**config.mk**
```make
export PLATFORM = sky130hd
export DESIGN_NAME = video_decoder_control
export DESIGN_NICKNAME = d
export VERILOG_FILES = /design/src/rtl/field_decimator.v /design/src/rtl/settle_counter.v /design/src/rtl/video_decoder_control.v
export VERILOG_INCLUDE_DIRS = /design/src /design/src/rtl
export SDC_FILE = /design/constraint.sdc
export NUM_CORES = 1
export LEC_CHECK = 0
export ABC_AREA = 1
export BUFFER_PORTS_ARGS = -buffer_cell sky130_fd_sc_hd__buf_2
export CORE_MARGIN = 1
export CORE_UTILIZATION = 35
export CTS_CLUSTER_DIAMETER = 100
export DETAILED_ROUTE_END_ITERATION = 8
export SKIP_CTS_REPAIR_TIMING = 1
export SLEW_MARGIN = 10
export SYNTH_ARGS = -nofsm -noshare
export SYNTH_HDL_FRONTEND = slang
export SYNTH_HIERARCHICAL = 1
export SYNTH_SLANG_ARGS = --single-unit
export TNS_END_PERCENT = 20
```
**constraint.sdc**
```tcl
create_clock -name clock -period 4.1 [get_ports clock]
set_clock_uncertainty 0.1 [all_clocks]
set_input_delay 0.615 -clock clock [delete_from_list [all_inputs] [get_ports clock]]
set_output_delay 0.615 -clock clock [all_outputs]
set_load 0.02 [all_outputs]
```
**src/rtl/vdc_defs.vh**
```
// register map, field layouts, reset values and counts of the decoder control
`ifndef VDC_DEFS_VH
`define VDC_DEFS_VH
// register byte addresses
`define VDC_A_INPUT      8'h00
`define VDC_A_SCAN       8'h04
`define VDC_A_GAIN       8'h08
`define VDC_A_DECIM      8'h0C
`define VDC_A_ORIENT     8'h10
`define VDC_A_CAPTURE    8'h14
`define VDC_A_STATUS     8'h18
// input register fields
`define VDC_F_CHAN_HI    2
`define VDC_F_SEPVID     4
`define VDC_F_MONO       5
// gain register fields
`define VDC_F_CGAIN      0
`define VDC_F_MGAIN_DIS  1
`define VDC_F_ADAPT      2
`define VDC_F_KILLER     3
// scan register field
`define VDC_F_SCAN_HI    1
// orientation register field
`define VDC_F_FLIP       0
// decimation register fields
`define VDC_F_DROP_HI    5
`define VDC_F_UNIT       8
`define VDC_F_PARITY     9
// capture register fields
`define VDC_F_RUN        0
`define VDC_F_APPLY      1
// scan mode codes
`define VDC_SCAN_NONINT  2'h0
`define VDC_SCAN_INTER   2'h1
`define VDC_SCAN_ALIGNED 2'h2
`define VDC_SCAN_RSVD    2'h3
// mux codes: composite 0..3, separated video 4
`define VDC_MUX_SEPVID   3'h4
// reset values and the reference ceiling
`define VDC_RST_CHAN     3'h1
`define VDC_RST_SCAN     2'h1
`define VDC_RST_GAIN     4'h9
`define VDC_RST_FLIP     1'h1
`define VDC_RST_REF      4'h0
`define VDC_REF_MAX      4'hF
// channel range
`define VDC_CHAN_MIN     3'h1
`define VDC_CHAN_MAX     3'h4
// fields to wait after a channel change
`define VDC_SETTLE_FIELDS 3'h4
// fields per second
`define VDC_FIELDS_PAL   7'h32
`define VDC_FIELDS_NTSC  7'h3C
`endif

```
**src/rtl/field_decimator.v**
```verilog
// evenly spread dropping of fields or frames
`timescale 1ns/1ps
`default_nettype none
`include "vdc_defs.vh"
module field_decimator (
  // clock and reset
  input  wire       clock,
  input  wire       rst_n,
  // field timing
  input  wire       field_start,
  input  wire       field_odd,
  input  wire       pal_mode,
  // settings, stable between field starts
  input  wire [5:0] drop_count,
  input  wire       unit_fields,
  input  wire       parity_even,
  // decision for the field just starting
  output reg        keep_r
);
  reg  [6:0] acc_r;
  reg  [6:0] acc_nxt;
  reg        synced_r;
  reg        synced_nxt;
  reg        keep_nxt;
  reg        frame_drop_r;
  reg        frame_drop_nxt;
  wire [6:0] total;
  wire [6:0] drop_w;
  wire       first_par;
  wire [7:0] sum;
  reg  [7:0] cfg_r;
  wire [7:0] cfg_w;
  wire       cfg_changed;

  // frames are half as many units as fields
  assign total     = unit_fields ? (pal_mode ? `VDC_FIELDS_PAL : `VDC_FIELDS_NTSC)
                                 : (pal_mode ? `VDC_FIELDS_PAL >> 1 : `VDC_FIELDS_NTSC >> 1);
  assign drop_w    = {1'b0, drop_count};
  assign first_par = (field_odd == ~parity_even);
  assign sum       = {1'b0, acc_r} + {1'b0, drop_w};
  // a new setting forces a fresh parity sync, so alignment always rules
  assign cfg_w       = {unit_fields, parity_even, drop_count};
  assign cfg_changed = (cfg_w != cfg_r);

  // bresenham style accumulator; sync field of chosen parity dropped first
  always @* begin
    acc_nxt        = acc_r;
    synced_nxt     = synced_r;
    keep_nxt       = keep_r;
    frame_drop_nxt = frame_drop_r;
    if (field_start) begin
      if (drop_w == 7'h00) begin
        synced_nxt = 1'b0;
        keep_nxt   = 1'b1;
        acc_nxt    = 7'h00;
      end else if (drop_w >= total) begin
        keep_nxt = 1'b0;
      end else if (!synced_r || cfg_changed) begin
        // wait for the aligned parity so the first field dropped has the chosen parity
        if (first_par) begin
          synced_nxt     = 1'b1;
          acc_nxt        = 7'h00;
          keep_nxt       = 1'b0;
          frame_drop_nxt = 1'b1;
        end else begin
          synced_nxt = 1'b0;
          keep_nxt   = 1'b1;
        end
      end else if (unit_fields || first_par) begin
        // one decision per unit; frames decide at their first field
        if (sum >= {1'b0, total}) begin
          acc_nxt        = sum[6:0] - total;
          keep_nxt       = 1'b0;
          frame_drop_nxt = 1'b1;
        end else begin
          acc_nxt        = sum[6:0];
          keep_nxt       = 1'b1;
          frame_drop_nxt = 1'b0;
        end
      end else begin
        keep_nxt = ~frame_drop_r;
      end
    end
  end

  // state
  always @(posedge clock or negedge rst_n) begin
    if (!rst_n) begin
      acc_r        <= 7'h00;
      synced_r     <= 1'b0;
      keep_r       <= 1'b1;
      frame_drop_r <= 1'b0;
      cfg_r        <= 8'h00;
    end else begin
      acc_r        <= acc_nxt;
      synced_r     <= synced_nxt;
      keep_r       <= keep_nxt;
      frame_drop_r <= frame_drop_nxt;
      if (field_start)
        cfg_r <= cfg_w;
    end
  end
endmodule
`default_nettype wire

```
**src/rtl/settle_counter.v**
```verilog
// counts fields after an input switch before images are trusted
`timescale 1ns/1ps
`default_nettype none
`include "vdc_defs.vh"
module settle_counter (
  // clock and reset
  input  wire clock,
  input  wire rst_n,
  // events
  input  wire restart,
  input  wire field_start,
  // status
  output reg  settling_r
);
  reg [2:0] count_r;
  reg [2:0] count_nxt;

  // restart wins over a field start in the same cycle
  always @* begin
    count_nxt = count_r;
    if (restart)
      count_nxt = `VDC_SETTLE_FIELDS;
    else if (field_start && count_r != 3'h0)
      count_nxt = count_r - 3'h1;
  end

  // counter and flag
  always @(posedge clock or negedge rst_n) begin
    if (!rst_n) begin
      count_r    <= `VDC_SETTLE_FIELDS;
      settling_r <= 1'b1;
    end else begin
      count_r    <= count_nxt;
      settling_r <= (count_nxt != 3'h0);
    end
  end
endmodule
`default_nettype wire

```
**src/rtl/video_decoder_control.v**
```verilog
// register port and field-synchronous control of the video decoder
//
// Design decisions made here: the placing of the registers and the address-and-strobe port.
`timescale 1ns/1ps
`default_nettype none
`include "vdc_defs.vh"
module video_decoder_control (
  // clock and reset
  input  wire        clock,
  input  wire        rst_n,
  // register port
  input  wire [7:0]  addr,
  input  wire [31:0] wdata,
  input  wire        wr,
  input  wire        rd,
  output reg  [31:0] rdata,
  // decoder status
  input  wire        field_start,
  input  wire        field_odd,
  input  wire        pal_mode,
  input  wire        adc_overflow,
  input  wire        burst_present,
  // decoder controls
  output reg  [2:0]  mux_select_r,
  output reg         chroma_adc_on_r,
  output reg         notch_enable_r,
  output reg  [1:0]  vscale_mode_r,
  output reg         half_line_shift_r,
  output reg         chroma_gain_on_r,
  output reg         main_gain_on_r,
  output reg         adaptive_gain_r,
  output reg  [3:0]  adc_ref_level_r,
  output reg         color_enable_r,
  // capture controls
  output reg         capture_field_r,
  output reg         image_valid_r,
  output reg         bottom_first_r
);
  // software copies, written any time
  reg  [2:0] sw_chan_r;
  reg        sw_sepvid_r;
  reg        sw_mono_r;
  reg  [1:0] sw_scan_r;
  reg  [3:0] sw_gain_r;
  reg  [5:0] sw_drop_r;
  reg        sw_unit_r;
  reg        sw_par_r;
  reg        sw_flip_r;
  reg        run_r;
  // working copies, loaded at a field start
  reg  [2:0] act_chan_r;
  reg        act_sepvid_r;
  reg        act_mono_r;
  reg  [1:0] act_scan_r;
  reg  [3:0] act_gain_r;
  reg  [5:0] act_drop_r;
  reg        act_unit_r;
  reg        act_par_r;
  reg        field_odd_r;
  reg        field_go_r;
  reg        field_gap_r;
  wire       keep_w;
  wire       settling_w;
  wire       sel_input;
  wire       sel_scan;
  wire       sel_gain;
  wire       sel_decim;
  wire       sel_orient;
  wire       sel_capture;
  wire       sel_status;
  wire       chan_ok;
  wire       route_change;
  wire [2:0] mux_nxt;
  wire [2:0] sw_mux;
  wire       apply_ok;

  // channel number to composite mux code, separated video overrides
  function [2:0] mux_code;
    input [2:0] chan;
    input       sepvid;
    begin
      if (sepvid)
        mux_code = `VDC_MUX_SEPVID;
      else
        mux_code = chan - `VDC_CHAN_MIN;
    end
  endfunction

  // address decode
  // exact match only, so no register shows up under a second address
  assign sel_input   = (addr == `VDC_A_INPUT);
  assign sel_scan    = (addr == `VDC_A_SCAN);
  assign sel_gain    = (addr == `VDC_A_GAIN);
  assign sel_decim   = (addr == `VDC_A_DECIM);
  assign sel_orient  = (addr == `VDC_A_ORIENT);
  assign sel_capture = (addr == `VDC_A_CAPTURE);
  assign sel_status  = (addr == `VDC_A_STATUS);

  // out-of-range channels are ignored so the channel never leaves 1..4
  assign chan_ok = (wdata[`VDC_F_CHAN_HI:0] >= `VDC_CHAN_MIN) &&
                   (wdata[`VDC_F_CHAN_HI:0] <= `VDC_CHAN_MAX);

  // flip only accepted while capture is stopped
  assign apply_ok = wr && sel_capture && wdata[`VDC_F_APPLY] && !run_r;

  // mux route pending and whether it differs from the live one
  // compared at the field start, the edge the working copies take the new route; mux_select_r follows one cycle later
  assign sw_mux       = mux_code(sw_chan_r, sw_sepvid_r);
  assign mux_nxt      = mux_code(act_chan_r, act_sepvid_r);
  assign route_change = field_start && (sw_mux != mux_nxt);

  // software-side register writes
  always @(posedge clock or negedge rst_n) begin
    if (!rst_n) begin
      sw_chan_r   <= `VDC_RST_CHAN;
      sw_sepvid_r <= 1'b0;
      sw_mono_r   <= 1'b0;
      sw_scan_r   <= `VDC_RST_SCAN;
      sw_gain_r   <= `VDC_RST_GAIN;
      sw_drop_r   <= 6'h00;
      sw_unit_r   <= 1'b0;
      sw_par_r    <= 1'b0;
      sw_flip_r   <= `VDC_RST_FLIP;
      run_r       <= 1'b0;
    end else if (wr) begin
      if (sel_input) begin
        if (chan_ok)
          sw_chan_r <= wdata[`VDC_F_CHAN_HI:0];
        sw_sepvid_r <= wdata[`VDC_F_SEPVID];
        sw_mono_r   <= wdata[`VDC_F_MONO];
      end
      // the reserved scan code is refused, mode stays as it was
      if (sel_scan && wdata[`VDC_F_SCAN_HI:0] != `VDC_SCAN_RSVD)
        sw_scan_r <= wdata[`VDC_F_SCAN_HI:0];
      // gain options and burst killer share one word
      if (sel_gain)
        sw_gain_r <= wdata[`VDC_F_KILLER:0];
      // drop count, unit and parity reach the decimator at a field
      if (sel_decim) begin
        sw_drop_r <= wdata[`VDC_F_DROP_HI:0];
        sw_unit_r <= wdata[`VDC_F_UNIT];
        sw_par_r  <= wdata[`VDC_F_PARITY];
      end
      // staged flip; line order changes only on an apply
      if (sel_orient)
        sw_flip_r <= wdata[`VDC_F_FLIP];
      // run level; the apply bit is handled beside the line order
      if (sel_capture)
        run_r <= wdata[`VDC_F_RUN];
    end
  end

  // load working copies only between fields, never mid-field
  // so that no field is captured with a mix of old and new settings
  always @(posedge clock or negedge rst_n) begin
    if (!rst_n) begin
      act_chan_r   <= `VDC_RST_CHAN;
      act_sepvid_r <= 1'b0;
      act_mono_r   <= 1'b0;
      act_scan_r   <= `VDC_RST_SCAN;
      act_gain_r   <= `VDC_RST_GAIN;
      act_drop_r   <= 6'h00;
      act_unit_r   <= 1'b0;
      act_par_r    <= 1'b0;
    end else if (field_start) begin
      act_chan_r   <= sw_chan_r;
      act_sepvid_r <= sw_sepvid_r;
      act_mono_r   <= sw_mono_r;
      act_scan_r   <= sw_scan_r;
      act_gain_r   <= sw_gain_r;
      act_drop_r   <= sw_drop_r;
      act_unit_r   <= sw_unit_r;
      act_par_r    <= sw_par_r;
    end
  end

  // field parity and start delayed to line up with the keep decision;
  // the second stage marks the cycle in which that decision is fresh
  always @(posedge clock or negedge rst_n) begin
    if (!rst_n) begin
      field_odd_r <= 1'b1;
      field_go_r  <= 1'b0;
      field_gap_r <= 1'b0;
    end else begin
      field_go_r  <= field_start;
      field_gap_r <= field_go_r;
      if (field_start)
        field_odd_r <= field_odd;
    end
  end

  // dropping decision per field, using the settings of that field
  // the decimator sees each start one cycle late, after the copies load
  field_decimator u_decim (
    .clock       (clock),
    .rst_n       (rst_n),
    .field_start (field_go_r),
    .field_odd   (field_odd_r),
    .pal_mode    (pal_mode),
    .drop_count  (act_drop_r),
    .unit_fields (act_unit_r),
    .parity_even (act_par_r),
    .keep_r      (keep_w)
  );

  // input switch restarts the settling window
  // rewriting the live channel is no switch, so images stay valid
  settle_counter u_settle (
    .clock       (clock),
    .rst_n       (rst_n),
    .restart     (route_change),
    .field_start (field_start),
    .settling_r  (settling_w)
  );

  // decoder path controls follow the working copies
  always @(posedge clock or negedge rst_n) begin
    if (!rst_n) begin
      mux_select_r      <= `VDC_RST_CHAN - `VDC_CHAN_MIN;
      chroma_adc_on_r   <= 1'b0;
      notch_enable_r    <= 1'b1;
      vscale_mode_r     <= `VDC_RST_SCAN;
      half_line_shift_r <= 1'b0;
      chroma_gain_on_r  <= 1'b1;
      main_gain_on_r    <= 1'b1;
      adaptive_gain_r   <= 1'b0;
    end else begin
      mux_select_r     <= mux_nxt;
      // separated video needs the second converter and no notch
      chroma_adc_on_r  <= act_sepvid_r;
      notch_enable_r   <= !act_mono_r && !act_sepvid_r;
      vscale_mode_r    <= act_scan_r;
      // second field moved by half a line so every field lands alike
      half_line_shift_r <= (act_scan_r == `VDC_SCAN_ALIGNED) && !field_odd_r;
      // gain controls follow the working gain word
      chroma_gain_on_r <= act_gain_r[`VDC_F_CGAIN];
      // the disable bit is passed on; software must leave it clear
      main_gain_on_r   <= !act_gain_r[`VDC_F_MGAIN_DIS];
      adaptive_gain_r  <= act_gain_r[`VDC_F_ADAPT];
    end
  end

  // reference level climbs on each overflow, saturating at the top
  // leaving adaptive mode puts the reference back to its rest level
  always @(posedge clock or negedge rst_n) begin
    if (!rst_n) begin
      adc_ref_level_r <= `VDC_RST_REF;
    end else if (!act_gain_r[`VDC_F_ADAPT]) begin
      adc_ref_level_r <= `VDC_RST_REF;
    end else if (adc_overflow && adc_ref_level_r != `VDC_REF_MAX) begin
      adc_ref_level_r <= adc_ref_level_r + 4'h1;
    end
  end

  // color killer: color off only when checking and burst missing
  always @(posedge clock or negedge rst_n) begin
    if (!rst_n)
      color_enable_r <= 1'b1;
    else
      color_enable_r <= !(act_gain_r[`VDC_F_KILLER] && !burst_present);
  end

  // capture gate per field; kept fields pass in every scan mode
  // a run started mid-field waits for the next decision, so no field
  // has its capture started part-way; clearing run ends capture at once
  always @(posedge clock or negedge rst_n) begin
    if (!rst_n) begin
      capture_field_r <= 1'b0;
      image_valid_r   <= 1'b0;
    end else begin
      if (!run_r)
        capture_field_r <= 1'b0;
      else if (field_go_r)
        capture_field_r <= 1'b0;
      else if (field_gap_r)
        capture_field_r <= keep_w;
      // images during settling are marked unusable
      image_valid_r <= !settling_w;
    end
  end

  // line order taken from the staged flip only on an accepted apply
  always @(posedge clock or negedge rst_n) begin
    if (!rst_n)
      bottom_first_r <= `VDC_RST_FLIP;
    else if (apply_ok)
      bottom_first_r <= sw_flip_r;
  end

  // read data one cycle after the strobe; unmapped reads give zero
  // status word: [0] settling, [2] image valid, [3] color killed,
  // [4] keep decision, [5] bottom first, [6] field odd, [11:8] reference
  always @(posedge clock or negedge rst_n) begin
    if (!rst_n) begin
      rdata <= 32'h00000000;
    end else if (rd) begin
      rdata <= 32'h00000000;
      // channel, separated video and monochrome as written
      if (sel_input)
        rdata <= {26'h0, sw_mono_r, sw_sepvid_r, 1'b0, sw_chan_r};
      // scan code as written, not yet the live one
      if (sel_scan)
        rdata <= {30'h0, sw_scan_r};
      // gain word
      if (sel_gain)
        rdata <= {28'h0, sw_gain_r};
      // decimation setting
      if (sel_decim)
        rdata <= {22'h0, sw_par_r, sw_unit_r, 2'h0, sw_drop_r};
      // staged flip, not the live line order
      if (sel_orient)
        rdata <= {31'h0, sw_flip_r};
      // run level; the apply bit reads back as zero
      if (sel_capture)
        rdata <= {31'h0, run_r};
      // live status
      if (sel_status)
        rdata <= {20'h0, adc_ref_level_r, 1'b0, field_odd_r, bottom_first_r,
                  keep_w, !color_enable_r, image_valid_r, 1'b0, settling_w};
    end else begin
      rdata <= 32'h00000000;
    end
  end
endmodule
`default_nettype wire

```
==> results by group, run 1 <==
Synth
  – Synth Cell Area: 0.00537 mm²
  – Register area share after synthesis: 0.447
  – Yosys warning count: 6
  – Syn Inst Count: 655
  – Post-synth cell types: 45
  – Largest area contributor in the netlist: dfrtp_1
  – Ys flop type: dfrtp_1
  – Post-synthesis register bit count: 95
  – Post-synth EDFFs: 0
  – Async SR Flop Fraction: 1.00
  – Synth top area share: 0.354
  – Main area contributors after synthesis: dfrtp_1 (35%), nand2_1 (13%), dfstp_2 (9.3%), inv_1 (6.7%), ha_1 (5.4%)
  – Syn_area_per_cell: 8.20 µm²

Final layout
  – Most frequent cells in the layout: nand2_1 (187), inv_1 (96), dfrtp_1 (76)
  – Leading cell type in the layout, fill and taps excluded: nand2_1
  – Diodes inserted: 0
  – Area delta synth->final: 12.7%
  – Register area: 0.00240 mm²
  – Multi-input combinational cell area: 0.00244 mm²
  – Final #Nets: 787
  – Layout cells sized above 1: 0.205
  – Filler cells: 1518
  – Finished Layout Cells: 902

Clock network
  – Clk_lat worst skew: 0.34 ns
  – CTS tree: built
  – Number of H-tree levels: 3
  – Cts bufs inserted: 9
  – Clock-pin slew on the worst setup and hold paths: 0.07 ns
  – Clock Path Buffers: 2
  – Clk sink count: 95
  – Root Buffer: clkbuf_16

GRT
  – GR Overflow Total: 0
  – Largest net degree at the start of global routing: 65
  – Vias in the first global route: 3961
  – Total GRT Usage: 0.156
  – First-pass GRT wire length: 19.6 mm
  – Initial antenna violation count: 0

Floorplanning
  – # IOs: 100
  – Die X: 126 µm
  – Die area: 0.0159 mm²
  – Die height: 126 µm
  – Num rows: 44
  – Starting Density: 0.364
  – Area of the core: 0.0148 mm²

Place
  – Worst slack, placed: 1.06 ns
  – Detailed Place HPWL: 8.62 mm
  – Placer Congestion: 0.801
  – Inst Count DP: 886
  – Port buffer count: 54

Critical path
  – Crit path from: act_drop_r[0]$_DFFE_PN0P_
  – CP arrival: 3.16 ns
  – Critical path class: reg -> reg
  – R2R setup slack: 1.07 ns
  – Worst r2r dst: u_decim/acc_r[3]$_DFFE_PN0P_
  – CP max FO: 11
  – Worst reg2reg path startpoint: act_drop_r[0]$_DFFE_PN0P_
  – Crit start category: flip-flop
  – WP data required: 4.23 ns
  – Worst setup EP type: flip-flop
  – Worst-case reg-to-reg path depth: 17

Drt
  – Routed Wire Length: 11.4 mm
  – Antenna viol nets, final: 0
  – DRT iter0 DRCs: 189
  – Post-route DRC: 0
  – Drt wl/cell: 12.6 µm
  – Vias per inst: 4.53
  – Router iterations before antenna repair: 4
  – Routed vias: 4088

Timing
  – Setup ws final: 1.07 ns
  – Final setup TNS: 0 ns
  – Final Hold Vio Count: 0
  – # setup viols final: 0
  – Fmax: 0.330 GHz
  – Max_slew headroom: 0.466
  – Min Clock Period, post-route: 3.03 ns
  – Hold WS: 0.253 ns
  – RSZ-0062 raised after global routing: no
  – Slew @ Worst Pin: 0.801 ns
  – Slew Viols, Final: 0
  – Final worst-path cycle share: 0.740

Outcome
  – Status: finished clean

Job
  – Max-Cap Viols: 0

Power
  – Maximum vdd ir drop: 238 µV
  – Pleak: 3.19 nW
  – Power Total: 2.24 mW
  – Power Density: 370 mW/mm²

Hold path
  – Worst Hold Class: in -> async
==> cells by family after synthesis <==
family | share of synthesized area
DFF | 0.447
buffers and inverters | 0.113
AOI/OAI and AO/OA | 0.0892
muxes | 0.00559
adders and majority gates | 0.0610
other | 0.000698
and+or+nand+nor | 0.267
xor gates and xnor gates | 0.0163
==> synthesized netlist by cell type (all sizes together) (3+ instances only) <==
master / n
clkinv: 3
nor3: 4
xnor2: 5
o21ai: 48
nand2: 200
xor2: 5
clkbuf: 6
dfrtp: 76
a21oi: 21
nand3: 41
ha: 23
dfstp: 19
nor2: 48
nand4: 7
buf: 23
inv: 105
==> where the power goes <==
group / internal [mW] / switching (mW) / leakage [nW]
Clock: 0.426 / 0.388 / 0.138
Sequential: 1.02 / 0.0466 / 1.22
Combinational: 0.122 / 0.244 / 1.83
==> worst max-delay path, stage by stage (launching register included) <==
cell     delay (ns)
dfrtp_1        0.45
ha_1           0.21
inv_1          0.06
fa_1           0.39
inv_1          0.11
nand2_1        0.07
nand2_1        0.11
inv_1          0.05
ha_1           0.32
nand2_1        0.08
inv_1          0.05
nand2_1        0.06
nand3_1        0.13
nand3_4        0.14
nand3_4        0.17
or2_1          0.25
nand3_1        0.10
nand2_1        0.07
==> how the worst max path moves through the flow <==
stage	endpoint	slack, ns	cells past startpoint
6_report	u_decim/acc_r[3]$_DFFE_PN0P_	1.07	17
5_1_grt	u_decim/acc_r[3]$_DFFE_PN0P_	0.83	17
4_1_cts	u_decim/acc_r[3]$_DFFE_PN0P_	1.06	17
3_5_place_dp	u_decim/acc_r[3]$_DFFE_PN0P_	1.06	17
3_3_place_gp	u_decim/acc_r[3]$_DFFE_PN0P_	1.10	17
2_1_floorplan	u_decim/acc_r[4]$_DFFE_PN0P_	1.48	20
==> per-layer routing <==
metal  vias up  share of wire  track usage
met1      1883           0.47        0.208
li1       2129              -            -
met4         0          0.014       0.0532
met5         -              0            0
met3        12          0.029       0.0178
met2        64           0.48        0.264
==> flip-flops by register name, indices dropped and copies added (netlist names), 2 cells and up <==
| name | count |
|---|---|
| rdata | 11 |
| u_decim/cfg_r | 8 |
| u_decim/acc_r | 7 |
| act_drop_r | 6 |
| sw_drop_r | 6 |
| act_gain_r | 4 |
| adc_ref_level_r | 4 |
| sw_gain_r | 4 |
| act_chan_r | 3 |
| mux_select_r | 3 |
| sw_chan_r | 3 |
| u_settle/count_r | 3 |
| act_scan_r | 2 |
| sw_scan_r | 2 |
| vscale_mode_r | 2 |
==> area by class of cell <==
class / count / area share
Timing Repair Buffer: 56 / 0.0475
Tap cell: 184 / 0.0380
Clock inverter: 7 / 0.0110
Clock buffer: 9 / 0.0372
Sequential cell: 95 / 0.396
Multi-Input combinational cell: 443 / 0.403
Inverter: 108 / 0.0669
==> per-stage QoR <==
stage          instance area [µm²]  utilization
2_1_floorplan                 5450            -
3_3_place_gp                  5760        0.391
3_5_place_dp                  5760        0.391
4_1_cts                       6060        0.410
5_1_grt                       6060        0.410
6_report                      6060        0.410
Note: power is estimated with default switching activity, not from simulation.
==> run 2, diff against run 1 <==
ABC_AREA = 0   (was 1)
clock period = 2.7 ns   (was 4.1 ns; I/O delays follow)
==> results by group, run 2 <==
Clock network
  – Clock-pin slew on the worst setup and hold paths: 0.06 ns (about the same)
  – Number of H-tree levels: 3 (unchanged)
  – CTS tree: built
  – Root Buffer: clkbuf_16
  – Clk sink count: 95 (unchanged)
  – Clock Path Buffers: 2 (unchanged)
  – Cts bufs inserted: 9 (unchanged)
  – Clk_lat worst skew: 0.34 ns (about the same)

Critical path
  – Crit path cell chain: ha_4 -> inv_1 -> fa_1 -> xnor2_2 -> ha_1 -> a21o_1 -> a21oi_2 -> a31oi_4 -> a2bb2oi_4 -> buf_6 -> mux2i_1 -> o21ai_1
  – WP data required: 2.82 ns (-1.41 ns)
  – CP max-delay cell: fa_1
  – WP buf/inv: 2 (-2)
  – CP arrival: 2.99 ns (-0.17 ns)
  – Critical path class: reg -> reg
  – CP max stage delay: 0.42 ns (-0.03 ns)
  – Worst setup EP type: flip-flop
  – CP max FO: 4 (-7)
  – Crit start category: flip-flop
  – Top delay family on crit path: adder cells

GRT
  – Vias in the first global route: 3643 (-8.0%)
  – GR Overflow Total: 0 (unchanged)
  – First-pass GRT wire length: 18.5 mm (-5.7%)
  – Initial antenna violation count: 0 (unchanged)
  – Largest net degree at the start of global routing: 86 (+32%)
  – Total GRT Usage: 0.159 (+0.00250)

Floorplanning
  – Area of the core: 0.0145 mm² (-1.9%)
  – Num rows: 44 (unchanged)
  – Die X: 124 µm (-1.7%)
  – Die height: 124 µm (-1.7%)
  – Starting Density: 0.358 (-0.00604)
  – Die area: 0.0153 mm² (-3.4%)
  – # IOs: 100 (unchanged)

Final layout
  – Regs by FF count: rdata x11, u_decim/cfg_r x8, u_decim/acc_r x7
  – Max reg flops: 11 (unchanged)
  – Area delta synth->final: 20.5%
  – Diodes inserted: 0 (unchanged)
  – Most frequent cells in the layout: dfrtp_1 (76), buf_2 (53), buf_4 (39)
  – Finished Layout Cells: 751 (-17%)
  – Reg with most FFs: rdata
  – Layout cells sized above 1: 0.353 (+0.148)
  – Leading cell type in the layout, fill and taps excluded: dfrtp_1
  – Final #Nets: 636 (-19%)

Timing
  – Final Hold Vio Count: 0 (unchanged)
  – RSZ-0062 raised after global routing: yes
  – # setup viols final: 8 (+8)
  – Setup ws final: -0.174 ns (-1.24 ns)
  – Fmax: 0.348 GHz (+5.6%)
  – Min Clock Period, post-route: 2.87 ns (-0.160 ns)
  – Final worst-path cycle share: 1.06 (+0.324)
  – Slew Viols, Final: 0 (unchanged)
  – Hold WS: 0.172 ns (-0.0805 ns)

Drt
  – Vias per inst: 4.94 (+9.1%)
  – DRT iter0 DRCs: 205 (+8.5%)
  – Antenna viol nets, final: 0 (unchanged)
  – Router iterations before antenna repair: 4 (unchanged)
  – Post-route DRC: 0 (unchanged)
  – Drt wl/cell: 15.0 µm (+18%)
  – Routed vias: 3712 (-9.2%)
  – Routed Wire Length: 11.2 mm (-1.4%)

Synth
  – Yosys warning count: 6 (unchanged)
  – Most common cell in the synthesized netlist: dfrtp_1
  – Post-synthesis register bit count: 95 (unchanged)
  – Main area contributors after synthesis: dfrtp_1 (37%), dfstp_2 (9.6%), mux2_2 (8.3%), ha_1 (5.5%), xnor2_1 (3.5%)
  – Post-synth cell types: 70 (+56%)
  – Post-synth EDFFs: 0 (unchanged)
  – Async SR Flop Fraction: 1.00 (unchanged)
  – Synth Cell Area: 0.00519 mm² (-3.5%)
  – Largest area contributor in the netlist: dfrtp_1
  – Synth top area share: 0.367 (+0.0128)
  – Register area share after synthesis: 0.463 (+0.0162)
  – Ys flop type: dfrtp_1
  – Syn_area_per_cell: 11.0 µm² (+34%)
  – Syn Inst Count: 470 (-28%)
  – Synth top cells by count: dfrtp_1 (76), mux2_2 (38), nor2_1 (38)

Place
  – Port buffer count: 54 (unchanged)
  – Placer Congestion: 0.867 (+8.3%)
  – Detailed Place HPWL: 8.46 mm (-1.8%)
  – Inst Count DP: 730 (-18%)
  – Worst slack, placed: -0.282 ns (-1.34 ns)

Outcome
  – Violated checks: setup timing
  – Status: complete, but fails checks

Job
  – Max-Cap Viols: 0 (unchanged)

Power
  – Power Total: 3.42 mW (+52%)
  – Pleak: 3.01 nW (-5.4%)
  – Maximum vdd ir drop: 323 µV (+36%)
  – Power Density: 547 mW/mm² (+48%)

Hold path
  – Worst Hold Class: in -> reg
## run 2: area by class of cell
| class | instances | area (µm²) |
|---|---|---|
| fill | 1386 | 8230 |
| sequential | 95 | 2400 |
| multi-input combinational | 335 | 2630 |
| inverter | 25 | 93.8 |
| clock buffer | 12 | 256 |
| clock inverter | 4 | 30.0 |
| tap | 184 | 230 |
| timing repair buffer | 96 | 611 |
## run 2: path summary, 6_finish.rpt
| check | end | depth (start not counted) | slack, ns | startpoint |
|---|---|---|---|---|
| max | u_decim/acc_r[1]$_DFFE_PN0P_ | 12 | -0.17 | act_drop_r[0]$_DFFE_PN0P_ |
| min | color_enable_r$_DFF_PN1_ | 2 | 0.17 | burst_present |
| max reg2reg | u_decim/acc_r[1]$_DFFE_PN0P_ | 12 | -0.17 | act_drop_r[0]$_DFFE_PN0P_ |
| min reg2reg | chroma_gain_on_r$_DFF_PN1_ | 0 | 0.27 | act_gain_r[0]$_DFFE_PN1P_ |
| max in group asynchronous | u_decim/keep_r$_DFFE_PN1P_ | 3 | 1.48 | rst_n |
| min in group asynchronous | u_settle/count_r[1]$_DFF_PN0_ | 2 | 0.34 | rst_n |
## run 2: per-layer routing
layer  global-route usage  share of wire  vias up
met5                    0              0        -
met1                0.211           0.47     1837
met4               0.0505          0.012        0
met2                0.260           0.49       60
li1                     -              -     1805
met3               0.0302          0.027       10
## run 2: cell families (layout without fill, tap and decap cells)
| group | Yosys count | in the layout | synth area share |
|---|---|---|---|
| flip-flops | 95 | 95 | 0.463 |
| buffers and inverters | 60 | 137 | 0.0618 |
| adder cells (fa/ha/maj) | 25 | 25 | 0.0632 |
| AND/OR/NAND/NOR | 131 | 131 | 0.143 |
| other | 1 | 21 | 0.000723 |
| AO/OA/AOI/OAI | 82 | 82 | 0.115 |
| multiplexers | 51 | 51 | 0.111 |
| XOR/XNOR | 25 | 25 | 0.0422 |
## run 2: worst register-to-register path, delay by kind of cell, from the launching register on
kind	cells	cell delay [ns]
xor+xnor	1	0.17
fa+ha+maj	3	0.88
buf+inv	2	0.19
mux	1	0.18
compound gates	5	0.85
flops	1	0.39
## run 2: where the power goes
group	total (mW)	internal (mW)	switching, mW
clock network	1.19	0.676	0.519
logic	0.617	0.267	0.350
registers	1.61	1.53	0.0739
## run 2: metrics by stage
step | area [µm²] | TNS (ns) | util
after CTS | 6130 | -2.28 | 0.423
after detailed placement | 5840 | -2.01 | 0.404
after floorplan | 5280 | -0.546 | -
after global placement | 5840 | -1.57 | 0.404
after global routing | 6250 | -2.15 | 0.432
final | 6250 | -1.07 | 0.432
==> run 3, diff against run 2 <==
CTS_BUF_LIST = sky130_fd_sc_hd__clkbuf_16   (was not set)
==> results by group, run 3 (same netlist as run 2, synthesis figures left out) <==
Drt
  – Routed Wire Length: 11.3 mm (+0.19%)
  – Routed vias: 3712 (unchanged)
  – Antenna viol nets, final: 0 (unchanged)
  – Post-route DRC: 0 (unchanged)
  – Router iterations before antenna repair: 6 (+2)
  – DRT iter0 DRCs: 204 (-0.49%)
  – Drt wl/cell: 15.0 µm (+0.19%)
  – Vias per inst: 4.94 (unchanged)

Clock network
  – Clock-pin slew on the worst setup and hold paths: 0.06 ns (about the same)
  – Root Buffer: clkbuf_16
  – Number of H-tree levels: 3 (unchanged)
  – Clk sink count: 95 (unchanged)
  – Cts bufs inserted: 9 (unchanged)
  – Clock Path Buffers: 2 (unchanged)
  – Clk_lat worst skew: 0.34 ns (about the same)
  – CTS tree: built

Place
  – Worst slack, placed: -0.282 ns (unchanged)
  – Detailed Place HPWL: 8.46 mm (unchanged)
  – Placer Congestion: 0.867 (unchanged)
  – Port buffer count: 54 (unchanged)

GRT
  – Vias in the first global route: 3639 (-0.11%)
  – Total GRT Usage: 0.158 (about the same)
  – First-pass GRT wire length: 18.5 mm (about the same)
  – GR Overflow Total: 0 (unchanged)
  – Largest net degree at the start of global routing: 86 (unchanged)
  – Initial antenna violation count: 0 (unchanged)

Outcome
  – Status: complete, but fails checks
  – Violated checks: setup timing

Timing
  – RSZ-0062 raised after global routing: yes
  – # setup viols final: 8 (unchanged)
  – Fmax: 0.348 GHz (about the same)
  – Setup ws final: -0.174 ns (-0.0000160 ns)
  – Hold WS: 0.173 ns (+0.000133 ns)
  – Final setup TNS: -1.08 ns (-0.0116 ns)
  – Min Clock Period, post-route: 2.87 ns (+0.0000160 ns)
  – Slew Viols, Final: 0 (unchanged)
  – Final worst-path cycle share: 1.06 (about the same)
  – Final Hold Vio Count: 0 (unchanged)

Final layout
  – Reg with most FFs: rdata
  – Area delta synth->final: 20.1%
  – Core Util, Final: 0.430 (-0.00138)
  – Regs by FF count: rdata x11, u_decim/cfg_r x8, u_decim/acc_r x7
  – Diodes inserted: 0 (unchanged)
  – Most frequent cells in the layout: dfrtp_1 (76), buf_2 (53), buf_4 (39)
  – Layout cells sized above 1: 0.349 (-0.00353)
  – Filler cells: 1386 (unchanged)
  – Leading cell type in the layout, fill and taps excluded: dfrtp_1
  – Max reg flops: 11 (unchanged)
  – Final #Nets: 636 (unchanged)

Floorplanning
  – # IOs: 100 (unchanged)
  – Die area: 0.0153 mm² (unchanged)
  – Area of the core: 0.0145 mm² (unchanged)
  – Die X: 124 µm (unchanged)
  – Num rows: 44 (unchanged)
  – Starting Density: 0.358 (unchanged)
  – Die height: 124 µm (unchanged)

Power
  – Power Total: 3.36 mW (-1.8%)
  – Pleak: 3.01 nW (-0.24%)
  – Maximum vdd ir drop: 323 µV (about the same)
  – Power Density: 539 mW/mm² (-1.5%)

Job
  – Max-Cap Viols: 0 (unchanged)

Critical path
  – Crit start category: flip-flop
  – Crit path cell chain: ha_4 -> inv_1 -> fa_1 -> xnor2_2 -> ha_1 -> a21o_1 -> a21oi_2 -> a31oi_4 -> a2bb2oi_4 -> buf_6 -> mux2i_1 -> o21ai_1
  – Worst setup EP type: flip-flop
  – CP max-delay cell: fa_1
  – WP data required: 2.82 ns (about the same)
  – CP arrival: 2.99 ns (about the same)
  – Critical path class: reg -> reg
  – CP max stage delay: 0.42 ns (about the same)
  – WP buf/inv: 2 (unchanged)
  – Top delay family on crit path: adder cells
  – CP max FO: 4 (unchanged)

Hold path
  – Worst Hold Class: in -> reg
==> run 3: changes by cell type in the layout (fill, tap and decap cells not counted), sizes merged <==
cell    change
clkbuf      -3
clkinv      +2
inv         +1
==> run 3: routing by layer <==
layer,GRT usage,vias up,wire length [µm]
met2,0.260,64,5530
met3,0.0302,10,323
met5,0,-,0
met1,0.210,1831,5270
met4,0.0505,0,142
li1,-,1807,-
==> run 3: metrics by stage <==
step	cell area [µm²]	instances
after floorplan	5280	490
after global placement	5840	730
after detailed placement	5840	730
after CTS	6110	746
after global routing	6230	751
final	6230	751
==> run 3: path summary, 6_finish.rpt <==
check	to	cells past startpoint	from	slack, ns
min reg2reg	chroma_gain_on_r$_DFF_PN1_	0	act_gain_r[0]$_DFFE_PN1P_	0.27
min	color_enable_r$_DFF_PN1_	2	burst_present	0.17
max in group asynchronous	u_decim/keep_r$_DFFE_PN1P_	3	rst_n	1.48
max	u_decim/acc_r[1]$_DFFE_PN0P_	12	act_drop_r[0]$_DFFE_PN0P_	-0.17
min in group asynchronous	u_settle/count_r[1]$_DFF_PN0_	2	rst_n	0.34
max reg2reg	u_decim/acc_r[1]$_DFFE_PN0P_	12	act_drop_r[0]$_DFFE_PN0P_	-0.17
==> run 3: area by class of cell <==
type | count | area [µm²] | area share
clock buffers | 9 | 225 | 0.0362
clock inverters | 7 | 41.3 | 0.00663
inverters | 25 | 93.8 | 0.0151
multi-input cells | 335 | 2630 | 0.422
flip-flops and latches | 95 | 2400 | 0.385
well taps | 184 | 230 | 0.0370
repair buffers | 96 | 611 | 0.0980
==> run 3: where the power goes <==
part / total (mW) / internal [mW] / switching [mW] / leakage [nW]
registers: 1.61 / 1.53 / 0.0742 / 1.21
logic: 0.617 / 0.268 / 0.350 / 1.66
clock network: 1.13 / 0.615 / 0.517 / 0.132
==> run 3: worst reg2reg max path, stage by stage, from the launching register on <==
cell and delay [ns]:
dfrtp_1 0.39, ha_4 0.17, inv_1 0.05, fa_1 0.42, xnor2_2 0.17, ha_1 0.29, a21o_1 0.21, a21oi_2 0.21
a31oi_4 0.12, a2bb2oi_4 0.21, buf_6 0.14, mux2i_1 0.18, o21ai_1 0.10
